===== config.mk =====
export PLATFORM = sky130hd
export DESIGN_NAME = sss_top
export DESIGN_NICKNAME = d
export VERILOG_FILES = /design/src/sss_pkg.sv /design/src/sss_top.sv
export SDC_FILE = /design/constraint.sdc
export NUM_CORES = 1
export LEC_CHECK = 0
export BUFFER_PORTS_ARGS = -buffer_cell sky130_fd_sc_hd__buf_2
export CAP_MARGIN = 20
export CORE_MARGIN = 3
export CORE_UTILIZATION = 55
export DETAILED_ROUTE_END_ITERATION = 7
export GPL_TIMING_DRIVEN = 0
export PLACE_DENSITY = 0.73
export SYNTH_ARGS = -nofsm -noshare
export SYNTH_HDL_FRONTEND = slang
export SYNTH_SLANG_ARGS = --single-unit

===== constraint.sdc =====
create_clock -name clk_i -period 2.2 [get_ports clk_i]
set_input_delay 0.44 -clock clk_i [delete_from_list [all_inputs] [get_ports clk_i]]
set_output_delay 0.44 -clock clk_i [all_outputs]
set_load 0.03 [all_outputs]

===== src/sss_pkg.sv =====
// constants and types for the supply supervisor with reset and watchdog
package sss_pkg;
	// clock
	localparam int unsigned CLK_PERIOD_NS = 20;
	// timing figures in their own units
	localparam int unsigned MR_DELAY_NS    = 12000;
	localparam int unsigned CE_HOLD_NS     = 15000;
	localparam int unsigned STRETCH_MS     = 200;
	localparam int unsigned WD_TIMEOUT_MS  = 1600;
	localparam int unsigned WD_PULSE_US    = 1700;
	// derived cycle counts
	localparam int unsigned MR_DELAY_CYC =
		(MR_DELAY_NS + CLK_PERIOD_NS - 1) / CLK_PERIOD_NS;
	localparam int unsigned CE_HOLD_CYC = CE_HOLD_NS / CLK_PERIOD_NS;
	localparam int unsigned STRETCH_CYC =
		(STRETCH_MS * 1000000) / CLK_PERIOD_NS;
	localparam int unsigned WD_TIMEOUT_CYC =
		(WD_TIMEOUT_MS * 1000000) / CLK_PERIOD_NS;
	localparam int unsigned WD_PULSE_CYC =
		(WD_PULSE_US * 1000) / CLK_PERIOD_NS;
	// apb register byte offsets
	localparam logic [7:0] REG_CTRL   = 8'h00;
	localparam logic [7:0] REG_STATUS = 8'h04;
	// ctrl fields and reset value
	localparam int unsigned CTRL_FORCE_RST_BIT = 0;
	localparam logic        CTRL_RESET_VAL     = 1'b0;
	// positions in the synchronised input vector
	localparam int unsigned IN_SUPPLY_OK   = 0;
	localparam int unsigned IN_LOWLINE_INT = 1;
	localparam int unsigned IN_MODE_EXT    = 2;
	localparam int unsigned IN_RESET_SENSE = 3;
	localparam int unsigned IN_LOWLINE_EXT = 4;
	localparam int unsigned IN_MR_N        = 5;
	localparam int unsigned IN_OVERVOLT    = 6;
	localparam int unsigned IN_KICK        = 7;
	localparam int unsigned IN_CE_N        = 8;
	localparam int unsigned IN_W           = 9;
	// reset sequencer states, gray along run -> hold -> stretch
	typedef enum logic [1:0] {
		SSS_RUN     = 2'b00,
		SSS_HOLD    = 2'b01,
		SSS_STRETCH = 2'b11
	} sss_state_t;
	// status word layout, low bits of the read data
	typedef struct packed {
		logic       mr_trip;
		logic       mode_ext;
		logic       wd_pulse_n;
		logic       wd_fault_n;
		logic       overvolt_flag_n;
		logic       lowline_n;
		logic       rst_active;
		sss_state_t state;
	} sss_status_t;
endpackage


===== src/sss_top.sv =====
// supply supervisor: reset sequencer, low-line, overvoltage, watchdog, ce gate
// Contract
// - manual reset low 25us surely resets
// - reset follows manual low after 12us
// - reset held while manual low; stretch after
// - reset on supply low or manual trip
// - hold reset 200ms after last cause
// - reset clears watchdog, forces outputs high
// - reset closes chip-select gate, output high
// - reset_o is exact complement of reset_n_o
// - mode-select comparator picks external thresholds
// - external mode uses external comparator results
// - internal low-line comes from internal comparator
// - internal low-line asserts no later than reset
// - overvoltage flag low while sense high only
// - kick stuck past timeout asserts watchdog outputs
// - fault stays low until next kick edge
// - pulse low 1.7ms, falls before fault
// - supply below threshold disables watchdog
// - any kick edge restarts watchdog timer
`timescale 1ns/1ns
`default_nettype none
module sss_top #(
	parameter int unsigned STRETCH_CYC    = sss_pkg::STRETCH_CYC,
	parameter int unsigned WD_TIMEOUT_CYC = sss_pkg::WD_TIMEOUT_CYC,
	parameter int unsigned WD_PULSE_CYC   = sss_pkg::WD_PULSE_CYC
) (
	// clock and reset
	input  wire logic        clk_i,
	input  wire logic        sys_rst_i,
	// comparator results and pins, asynchronous
	input  wire logic        supply_ok_i,
	input  wire logic        lowline_int_ok_i,
	input  wire logic        mode_ext_i,
	input  wire logic        reset_sense_ok_i,
	input  wire logic        lowline_sense_in_i,
	input  wire logic        manual_reset_n_i,
	input  wire logic        overvolt_sense_i,
	input  wire logic        wd_kick_in_i,
	input  wire logic        ce_in_n_i,
	// supervisor outputs
	output logic             reset_n_o,
	output logic             reset_o,
	output logic             lowline_n_o,
	output logic             overvolt_flag_n_o,
	output logic             wd_fault_n_o,
	output logic             wd_pulse_n_o,
	output logic             ce_out_n_o,
	output logic             ce_in_hiz_o,
	// apb slave
	input  wire logic        psel_i,
	input  wire logic        penable_i,
	input  wire logic        pwrite_i,
	input  wire logic [7:0]  paddr_i,
	input  wire logic [31:0] pwdata_i,
	output logic [31:0]      prdata_o,
	output logic             pready_o,
	output logic             pslverr_o
);
	// synchronisers
	logic [sss_pkg::IN_W-1:0] sync1_r;
	logic [sss_pkg::IN_W-1:0] sync2_r;
	logic [sss_pkg::IN_W-1:0] raw_in;

	assign raw_in = {ce_in_n_i, wd_kick_in_i, overvolt_sense_i,
		manual_reset_n_i, lowline_sense_in_i, reset_sense_ok_i,
		mode_ext_i, lowline_int_ok_i, supply_ok_i};

	always_ff @(posedge clk_i)
	begin
		if (sys_rst_i)
		begin
			sync1_r <= '1;
			sync2_r <= '1;
		end
		else
		begin
			sync1_r <= raw_in;
			sync2_r <= sync1_r;
		end
	end

	logic supply_ok_s;
	logic lowline_int_s;
	logic mode_ext_s;
	logic reset_sense_s;
	logic lowline_ext_s;
	logic mr_n_s;
	logic overvolt_s;
	logic kick_s;
	logic ce_in_n_s;

	assign supply_ok_s   = sync2_r[sss_pkg::IN_SUPPLY_OK];
	assign lowline_int_s = sync2_r[sss_pkg::IN_LOWLINE_INT];
	assign mode_ext_s    = sync2_r[sss_pkg::IN_MODE_EXT];
	assign reset_sense_s = sync2_r[sss_pkg::IN_RESET_SENSE];
	assign lowline_ext_s = sync2_r[sss_pkg::IN_LOWLINE_EXT];
	assign mr_n_s        = sync2_r[sss_pkg::IN_MR_N];
	assign overvolt_s    = sync2_r[sss_pkg::IN_OVERVOLT];
	assign kick_s        = sync2_r[sss_pkg::IN_KICK];
	assign ce_in_n_s     = sync2_r[sss_pkg::IN_CE_N];

	// supply decision and flags
	logic supply_low;
	logic lowline_n_r;
	logic lowline_n_nxt;
	logic ovo_n_r;
	logic ovo_n_nxt;

	always_comb
	begin
		supply_low = mode_ext_s ? !reset_sense_s : !supply_ok_s;
		if (mode_ext_s)
			lowline_n_nxt = lowline_ext_s;
		else
			lowline_n_nxt = lowline_int_s && supply_ok_s;
		ovo_n_nxt = !overvolt_s;
	end

	always_ff @(posedge clk_i)
	begin
		if (sys_rst_i)
		begin
			lowline_n_r <= 1'b0;
			ovo_n_r     <= 1'b1;
		end
		else
		begin
			lowline_n_r <= lowline_n_nxt;
			ovo_n_r     <= ovo_n_nxt;
		end
	end

	// manual reset delay filter
	logic [31:0] mr_cnt_r;
	logic [31:0] mr_cnt_nxt;
	logic        mr_trip_r;
	logic        mr_trip_nxt;

	always_comb
	begin
		mr_cnt_nxt  = 32'h0;
		mr_trip_nxt = 1'b0;
		if (!mr_n_s)
		begin
			if (mr_trip_r || mr_cnt_r == 32'(sss_pkg::MR_DELAY_CYC - 1))
				mr_trip_nxt = 1'b1;
			else
				mr_cnt_nxt = mr_cnt_r + 32'h1;
		end
	end

	always_ff @(posedge clk_i)
	begin
		if (sys_rst_i)
		begin
			mr_cnt_r  <= 32'h0;
			mr_trip_r <= 1'b0;
		end
		else
		begin
			mr_cnt_r  <= mr_cnt_nxt;
			mr_trip_r <= mr_trip_nxt;
		end
	end

	// reset sequencer
	sss_pkg::sss_state_t state_r;
	sss_pkg::sss_state_t state_nxt;
	logic [31:0]         str_cnt_r;
	logic [31:0]         str_cnt_nxt;
	logic                rst_active_r;
	logic                ctrl_force_r;
	logic                cause;

	always_comb
	begin
		cause       = supply_low || mr_trip_r || ctrl_force_r;
		state_nxt   = state_r;
		str_cnt_nxt = 32'h0;
		case (state_r)
			sss_pkg::SSS_RUN:
			begin
				if (cause)
					state_nxt = sss_pkg::SSS_HOLD;
			end
			sss_pkg::SSS_HOLD:
			begin
				if (!cause)
					state_nxt = sss_pkg::SSS_STRETCH;
			end
			sss_pkg::SSS_STRETCH:
			begin
				if (cause)
					state_nxt = sss_pkg::SSS_HOLD;
				else if (str_cnt_r == 32'(STRETCH_CYC - 1))
					state_nxt = sss_pkg::SSS_RUN;
				else
					str_cnt_nxt = str_cnt_r + 32'h1;
			end
			default:
				state_nxt = sss_pkg::SSS_HOLD;
		endcase
	end

	always_ff @(posedge clk_i)
	begin
		if (sys_rst_i)
		begin
			state_r      <= sss_pkg::SSS_HOLD;
			str_cnt_r    <= 32'h0;
			rst_active_r <= 1'b1;
		end
		else
		begin
			state_r      <= state_nxt;
			str_cnt_r    <= str_cnt_nxt;
			rst_active_r <= (state_nxt != sss_pkg::SSS_RUN);
		end
	end

	// watchdog
	logic        kick_d_r;
	logic        kick_edge;
	logic [31:0] wd_cnt_r;
	logic [31:0] wd_cnt_nxt;
	logic [31:0] wp_cnt_r;
	logic [31:0] wp_cnt_nxt;
	logic        wd_fault_n_r;
	logic        wd_fault_n_nxt;
	logic        wd_pulse_n_r;
	logic        wd_pulse_n_nxt;
	logic        fault_pend_r;
	logic        fault_pend_nxt;

	always_comb
	begin
		kick_edge      = kick_s ^ kick_d_r;
		wd_cnt_nxt     = wd_cnt_r + 32'h1;
		wp_cnt_nxt     = wp_cnt_r;
		wd_fault_n_nxt = wd_fault_n_r;
		wd_pulse_n_nxt = wd_pulse_n_r;
		fault_pend_nxt = 1'b0;
		if (!wd_pulse_n_r)
		begin
			if (wp_cnt_r == 32'(WD_PULSE_CYC - 1))
				wd_pulse_n_nxt = 1'b1;
			else
				wp_cnt_nxt = wp_cnt_r + 32'h1;
		end
		// fault falls one cycle after pulse
		if (fault_pend_r)
			wd_fault_n_nxt = 1'b0;
		if (rst_active_r)
		begin
			wd_cnt_nxt     = 32'h0;
			wp_cnt_nxt     = 32'h0;
			wd_fault_n_nxt = 1'b1;
			wd_pulse_n_nxt = 1'b1;
			fault_pend_nxt = 1'b0;
		end
		else if (kick_edge)
		begin
			// edge restarts, fault clears
			// a pending fault still lands: set wins over clear
			wd_cnt_nxt     = 32'h0;
			wd_fault_n_nxt = !fault_pend_r;
			fault_pend_nxt = 1'b0;
		end
		else if (wd_cnt_r == 32'(WD_TIMEOUT_CYC - 1))
		begin
			wd_cnt_nxt     = 32'h0;
			wp_cnt_nxt     = 32'h0;
			wd_pulse_n_nxt = 1'b0;
			fault_pend_nxt = 1'b1;
		end
	end

	always_ff @(posedge clk_i)
	begin
		if (sys_rst_i)
		begin
			kick_d_r     <= 1'b1;
			wd_cnt_r     <= 32'h0;
			wp_cnt_r     <= 32'h0;
			wd_fault_n_r <= 1'b1;
			wd_pulse_n_r <= 1'b1;
			fault_pend_r <= 1'b0;
		end
		else
		begin
			kick_d_r     <= kick_s;
			wd_cnt_r     <= wd_cnt_nxt;
			wp_cnt_r     <= wp_cnt_nxt;
			wd_fault_n_r <= wd_fault_n_nxt;
			wd_pulse_n_r <= wd_pulse_n_nxt;
			fault_pend_r <= fault_pend_nxt;
		end
	end

	// chip-select gate
	logic        gate_open_r;
	logic        gate_open_nxt;
	logic [31:0] ce_cnt_r;
	logic [31:0] ce_cnt_nxt;

	always_comb
	begin
		gate_open_nxt = 1'b1;
		ce_cnt_nxt    = 32'h0;
		if (rst_active_r)
		begin
			// close, but let a write in progress finish
			gate_open_nxt = gate_open_r && !ce_in_n_s &&
				(ce_cnt_r < 32'(sss_pkg::CE_HOLD_CYC - 1));
			ce_cnt_nxt    = ce_cnt_r + 32'h1;
		end
	end

	always_ff @(posedge clk_i)
	begin
		if (sys_rst_i)
		begin
			gate_open_r <= 1'b0;
			ce_cnt_r    <= 32'h0;
		end
		else
		begin
			gate_open_r <= gate_open_nxt;
			ce_cnt_r    <= ce_cnt_nxt;
		end
	end

	// apb registers
	logic        ctrl_force_nxt;
	logic [31:0] prdata_r;
	logic [31:0] prdata_nxt;
	logic        addr_ok;
	sss_pkg::sss_status_t status;

	always_comb
	begin
		addr_ok = (paddr_i == sss_pkg::REG_CTRL) ||
			(paddr_i == sss_pkg::REG_STATUS);
		status.mr_trip         = mr_trip_r;
		status.mode_ext        = mode_ext_s;
		status.wd_pulse_n      = wd_pulse_n_r;
		status.wd_fault_n      = wd_fault_n_r;
		status.overvolt_flag_n = ovo_n_r;
		status.lowline_n       = lowline_n_r;
		status.rst_active      = rst_active_r;
		status.state           = state_r;
		ctrl_force_nxt = ctrl_force_r;
		if (psel_i && penable_i && pwrite_i &&
			paddr_i == sss_pkg::REG_CTRL)
			ctrl_force_nxt = pwdata_i[sss_pkg::CTRL_FORCE_RST_BIT];
		prdata_nxt = prdata_r;
		// read data captured in the setup cycle
		if (psel_i && !penable_i)
		begin
			if (paddr_i == sss_pkg::REG_CTRL)
				prdata_nxt = {31'h0, ctrl_force_r};
			else if (paddr_i == sss_pkg::REG_STATUS)
				prdata_nxt = {23'h0, status};
			else
				prdata_nxt = 32'h0;
		end
	end

	always_ff @(posedge clk_i)
	begin
		if (sys_rst_i)
		begin
			ctrl_force_r <= sss_pkg::CTRL_RESET_VAL;
			prdata_r     <= 32'h0;
		end
		else
		begin
			ctrl_force_r <= ctrl_force_nxt;
			prdata_r     <= prdata_nxt;
		end
	end

	// outputs
	// complementary reset pair
	assign reset_o           = rst_active_r;
	assign reset_n_o         = !rst_active_r;
	assign lowline_n_o       = lowline_n_r;
	assign overvolt_flag_n_o = ovo_n_r;
	assign wd_fault_n_o      = wd_fault_n_r;
	assign wd_pulse_n_o      = wd_pulse_n_r;
	assign ce_out_n_o        = gate_open_r ? ce_in_n_s : 1'b1;
	assign ce_in_hiz_o       = !gate_open_r;
	assign prdata_o          = prdata_r;
	assign pready_o          = 1'b1;
	assign pslverr_o         = psel_i && penable_i && !addr_ok;
endmodule
`default_nettype wire


# Word level (Yosys, flattened, before mapping)
# Index checks and enable logic that the tools add are counted.
# op_classes
n_addsub	5
magnitude_cmp	1
eq_ne	7
n_mux	23
bitwise	3
reduce_logical	32
# ops
op	count
adder 32 x 1 -> 32 bit (second input constant)	5
two-way mux 32 bit	4
== test 32 x 10 -> 1 bit (second input constant)	1
== test 32 x 17 -> 1 bit (second input constant)	1
== test 32 x 24 -> 1 bit (second input constant)	1
== test 32 x 27 -> 1 bit (second input constant)	1
less-than comparator 32 x 10 -> 1 bit (second input constant)	1
two-way mux 9 bit	2
two-way mux 1 bit	12
logical NOT 1 bit	9
== test 8 x 3 -> 1 bit (second input constant)	1
logical AND 1 bit	8
logical NOT 8 bit	1
two-way mux 2 bit	4
OR reduction 4 bit	2
one-hot mux 2 bit (3 select lines)	1
OR reduction 2 bit	3
OR reduction 3 bit	2
logical OR 1 bit	4
nonzero test 2 bit	2
== test 2 x 1 -> 1 bit (second input constant)	1
== test 2 bit (second input constant)	1
logical NOT 2 bit	1
NOT 1 bit	2
bitwise XOR 1 bit	1
# totals
register_bits	222
input_bits	54
elab_cells	90

# Logic depth before layout (Yosys ltp)
# logic_depth
ltp_word	7
depth_mapped	7
mapped_depth_nobuf	6

# Worst setup path before layout
# Ideal clock, no wire load.
# synth_path
kind	input to output
startpoint	input paddr_i[5]
endpoint	output pslverr_o
arrival_time_ps	1418
setup_slack_ps	342
path_stages	3
n_path_buf	0
cell_sequence	or4_1 -> nor4_2 -> nor2_1
# synth_via
elab_chain_len	4
elab_cells_between_ends	5
# synth_lines
element	line_no	text
start: declaration	sss_top.sv:54	input wire logic [7:0] paddr_i,
== test 8 x 3 -> 1 bit or logical NOT 8 bit (tied branches)	sss_top.sv:344, sss_top.sv:343	
logical OR 1 bit *	sss_top.sv:343	addr_ok = (paddr_i == sss_pkg::REG_CTRL) ||
logical NOT 1 bit *	sss_top.sv:396	assign pslverr_o = psel_i && penable_i && !addr_ok;
logical AND 1 bit *	sss_top.sv:396	
end: declaration	sss_top.sv:58	output logic pslverr_o
# Mark *: on every way between the ends. The rest lies on a longest branch, timed or not.

# Worst setup path after layout
# Ends and elaborated chain as after synthesis.

==> impl_metrics.yaml <==
clocking:
  htree_num_levels: 4
  cts_made_buffers: 17
  hold_buffers: 0
  clock-root-buffer: "clkbuf_16"
  cts_tree: "built"
  cts_sinks: 199
  clkTransAtPathRegs_ps: 70
  clk_path_buf_depth: 2
  clk_latency_ps: 430
timing:
  clock_skew_ps: 10.18
  slew_violations: 0
  fin_tns_setup_ps: 0
  rsz0062_at_grt: "no"
  fmax_mhz: 460.5
  setup_slack_ps: 28.64
  hold_slack_ps: 186.1
  worst_slew_pin_slew_ps: 802.3
  slew_headroom_pct: 46.11
  finalCriticalPeriod_ps: 2171
  timing.final.crit_share_pct: 98.70
  setup_viol: 0
  hold_viol: 0
placed_design:
  placed_area_mm2: 0.009309
  dp_hpwl_um: 11970
  place_ws_ps: -98.83
  gp_congestion: 0.8401
  port_buffers: 40
logic_synthesis:
  synth_seq_cells: 199
  synth_cells: 985
  synth.distinct_cells: 47
  synth_edf_count: 0
  synthArstFlopShare_pct: 0
  avgSynthCellArea_um2: 8.896
  synth_area_mm2: 0.008762
  ys_warn_count: 0
  synth_flop_cell: "dfxtp_1"
  yosysSeqAreaShare_pct: 45.47
final_layout:
  fill_cells: 1321
  diodes: 0
  area_growth_pct: 14.58
  design_area_mm2: 0.01004
  nNetsFinal: 1129
  drive_gt1_share_pct: 15.06
drt:
  wl_per_cell_um: 13.14
  drt_iter0_drc: 386
  wl_met2_um: 7734
  wirelength_met1_um: 8215
  top_layer_used: "met4"
  vias: 6744
  drc: 0
  ant_nets: 0
  wirelength_um: 16990
  post_drt_via_cell_ratio: 5.216
  dr.pass1.iters: 4
  wl_met3_um: 743
grt:
  grt_overflow: 0
  grt_use_total_pct: 19.82
  grt_max_degree: 19
  antenna_found_initial: 0
  grt_pass1_vias: 6210
  grt_pass1_wl_um: 29010
worst_hold_path:
  hold_path.class: "in2reg"
  hold_depth: 2
power_and_ir_drop:
  switching_share_pct: 22.35
  combPwrFrac_pct: 3.2
  p_leak_nw: 3.656
  pwr-share-clk_pct: 44.9
  p_sw_mw: 1.568
  ir_worst_vdd_v: 0.0005645
  p_int_mw: 5.447
  seqPwrFrac_pct: 52.0
  power_density_mw_per_mm2: 698.7
worst_setup_path:
  cp-start-kind: "primary input"
  worstPathMaxFanout: 2
  criticalPathCategory: "in2out"
  reg2reg_depth: 5
  endpoint_kind: "output pin"
  cp.arrival_ps: 1730
  worst-endpoint-required_ps: 1760
job:
  maxCapViolCount: 0
floorplanning:
  die_w_um: 132.2
  ios: 96
  core_area_mm2: 0.01537
  start_util_pct: 57.00
  dieArea_mm2: 0.01748
  die_h_um: 132.2
  rows: 45
outcome:
  outcome: "finished clean"
-- final timing paths --
path,slack (ps),start,endpoint
worst min-delay path,190,supply_ok_i,sync1_r[0]$_SDFF_PP1_
worst max register to register,180,wp_cnt_r[6]$_SDFF_PP0_,wp_cnt_r[31]$_SDFF_PP0_
worst max-delay path,30,paddr_i[5],pslverr_o
worst min register to register,380,sync2_r[6]$_SDFF_PP1_,overvolt_flag_n_o$_SDFF_PP1_
-- per-layer routing --
layer  global-route usage, %  up-vias
met4                   6.813        0
met1                   26.75     3099
met3                   4.427       22
met5                       0        -
met2                   31.58      115
li1                        -     3508
-- final cells by class --
type	count	area [µm²]	area share, %
plain buffers	51	307.8	3.066
multi-input cells	739	4588	45.70
flip-flops and latches	199	3984	39.68
clock buffers	18	439.2	4.374
well taps	211	264.0	2.630
inverters	18	67.56	0.6730
repair buffers	43	225.2	2.243
clock inverters	14	163.9	1.633
-- cell usage in the layout, fill, tap and decap left out, types with 7 or more instances in the layout --
cell,synthesis,final
dfxtp_1,199,199
nor2_1,193,192
xor2_1,104,104
nand3_1,66,65
nand2_1,54,54
nand4_1,50,50
buf_2,10,46
xnor2_1,44,44
buf_4,24,28
nor4_1,30,27
conb_1,2,24
or2_2,22,22
and3_1,21,21
inv_1,18,18
clkbuf_16,0,17
nor3_1,17,15
and4_1,15,15
clkbuf_1,16,11
o21ai_0,11,11
nor4_4,6,10
and2_1,9,9
a22oi_1,9,9
nor4b_1,8,8
a21oi_1,7,7
-- through the flow --
step / cells / util (%) / power, mW
after global placement: 1258 / 60.56 / 3.940
after CTS: 1290 / 64.63 / 7.084
after global routing: 1293 / 65.32 / 7.263
final: 1293 / 65.32 / 7.014
after floorplan: 1007 / - / 3.888
after detailed placement: 1258 / 60.56 / 3.942
-- worst max-delay path, stage by stage --
cell and delay (ps):
buf_2 90, or4_4 540, nor4_4 390, nor2_2 80, buf_4 180
-- cells by family (layout without fill, tap and decap cells) --
kind of cell             Yosys count  in the layout  synth area share (%)
adder cells (fa/ha/maj)            6              6                0.8568
flip-flops                       199            199                 45.47
other                              2             24               0.08571
AO/OA/AOI/OAI                     32             32                 2.213
buffers and inverters             69            144                 4.127
XOR/XNOR                         148            148                 14.79
AND/OR/NAND/NOR                  525            525                 32.00
multiplexers                       4              4                0.4570
-- state kept, by name, summed over array words and instances, names as in the netlist, 2 cells and up --
name and count:
state_r 2, str_cnt_r 32, prdata_o 9, sync2_r 9
sync1_r 9, wp_cnt_r 32, ce_cnt_r 32, wd_cnt_r 32
mr_cnt_r 32
-- cell usage after synthesis, types with 6 or more instances --
master      n  area, µm²
ha_1        6      75.07
and4_1     15      131.4
xor2_1    104      910.9
nor2_1    193      724.4
nand3_1    66      330.3
nand4_1    50      312.8
nor3_1     17      85.08
nor4b_1     8      70.07
and3_1     21      131.4
a21oi_1     7      35.03
nor4_1     30      187.7
nand2_1    54      202.7
inv_1      18      67.56
buf_4      24      180.2
a22oi_1     9      67.56
dfxtp_1   199       3984
and2_1      9      56.30
or2_2      22      137.6
o21ai_0    11      55.05
xnor2_1    44      385.4
nor4_4      6      127.6
buf_2      10      50.05
clkbuf_1   16      60.06
-- power groups by stage --
| stage | Combinational [mW] | Sequential [mW] | Clock, mW |
|---|---|---|---|
| detailed placement | 0.214 | 3.73 | 0 |
| global placement | 0.213 | 3.73 | 0 |
| floorplan | 0.160 | 3.73 | 0 |
| global route | 0.243 | 3.65 | 3.37 |
| finish | 0.222 | 3.64 | 3.15 |
| CTS | 0.217 | 3.64 | 3.22 |
-- what timing repair did --
item | CTS | global route
buffers inserted | 0 | 3
gates resized for setup | 6 | 21
setup endpoints to repair | 80 | 101
pin swaps | 0 | 3
(Power assumes the default switching activity.)
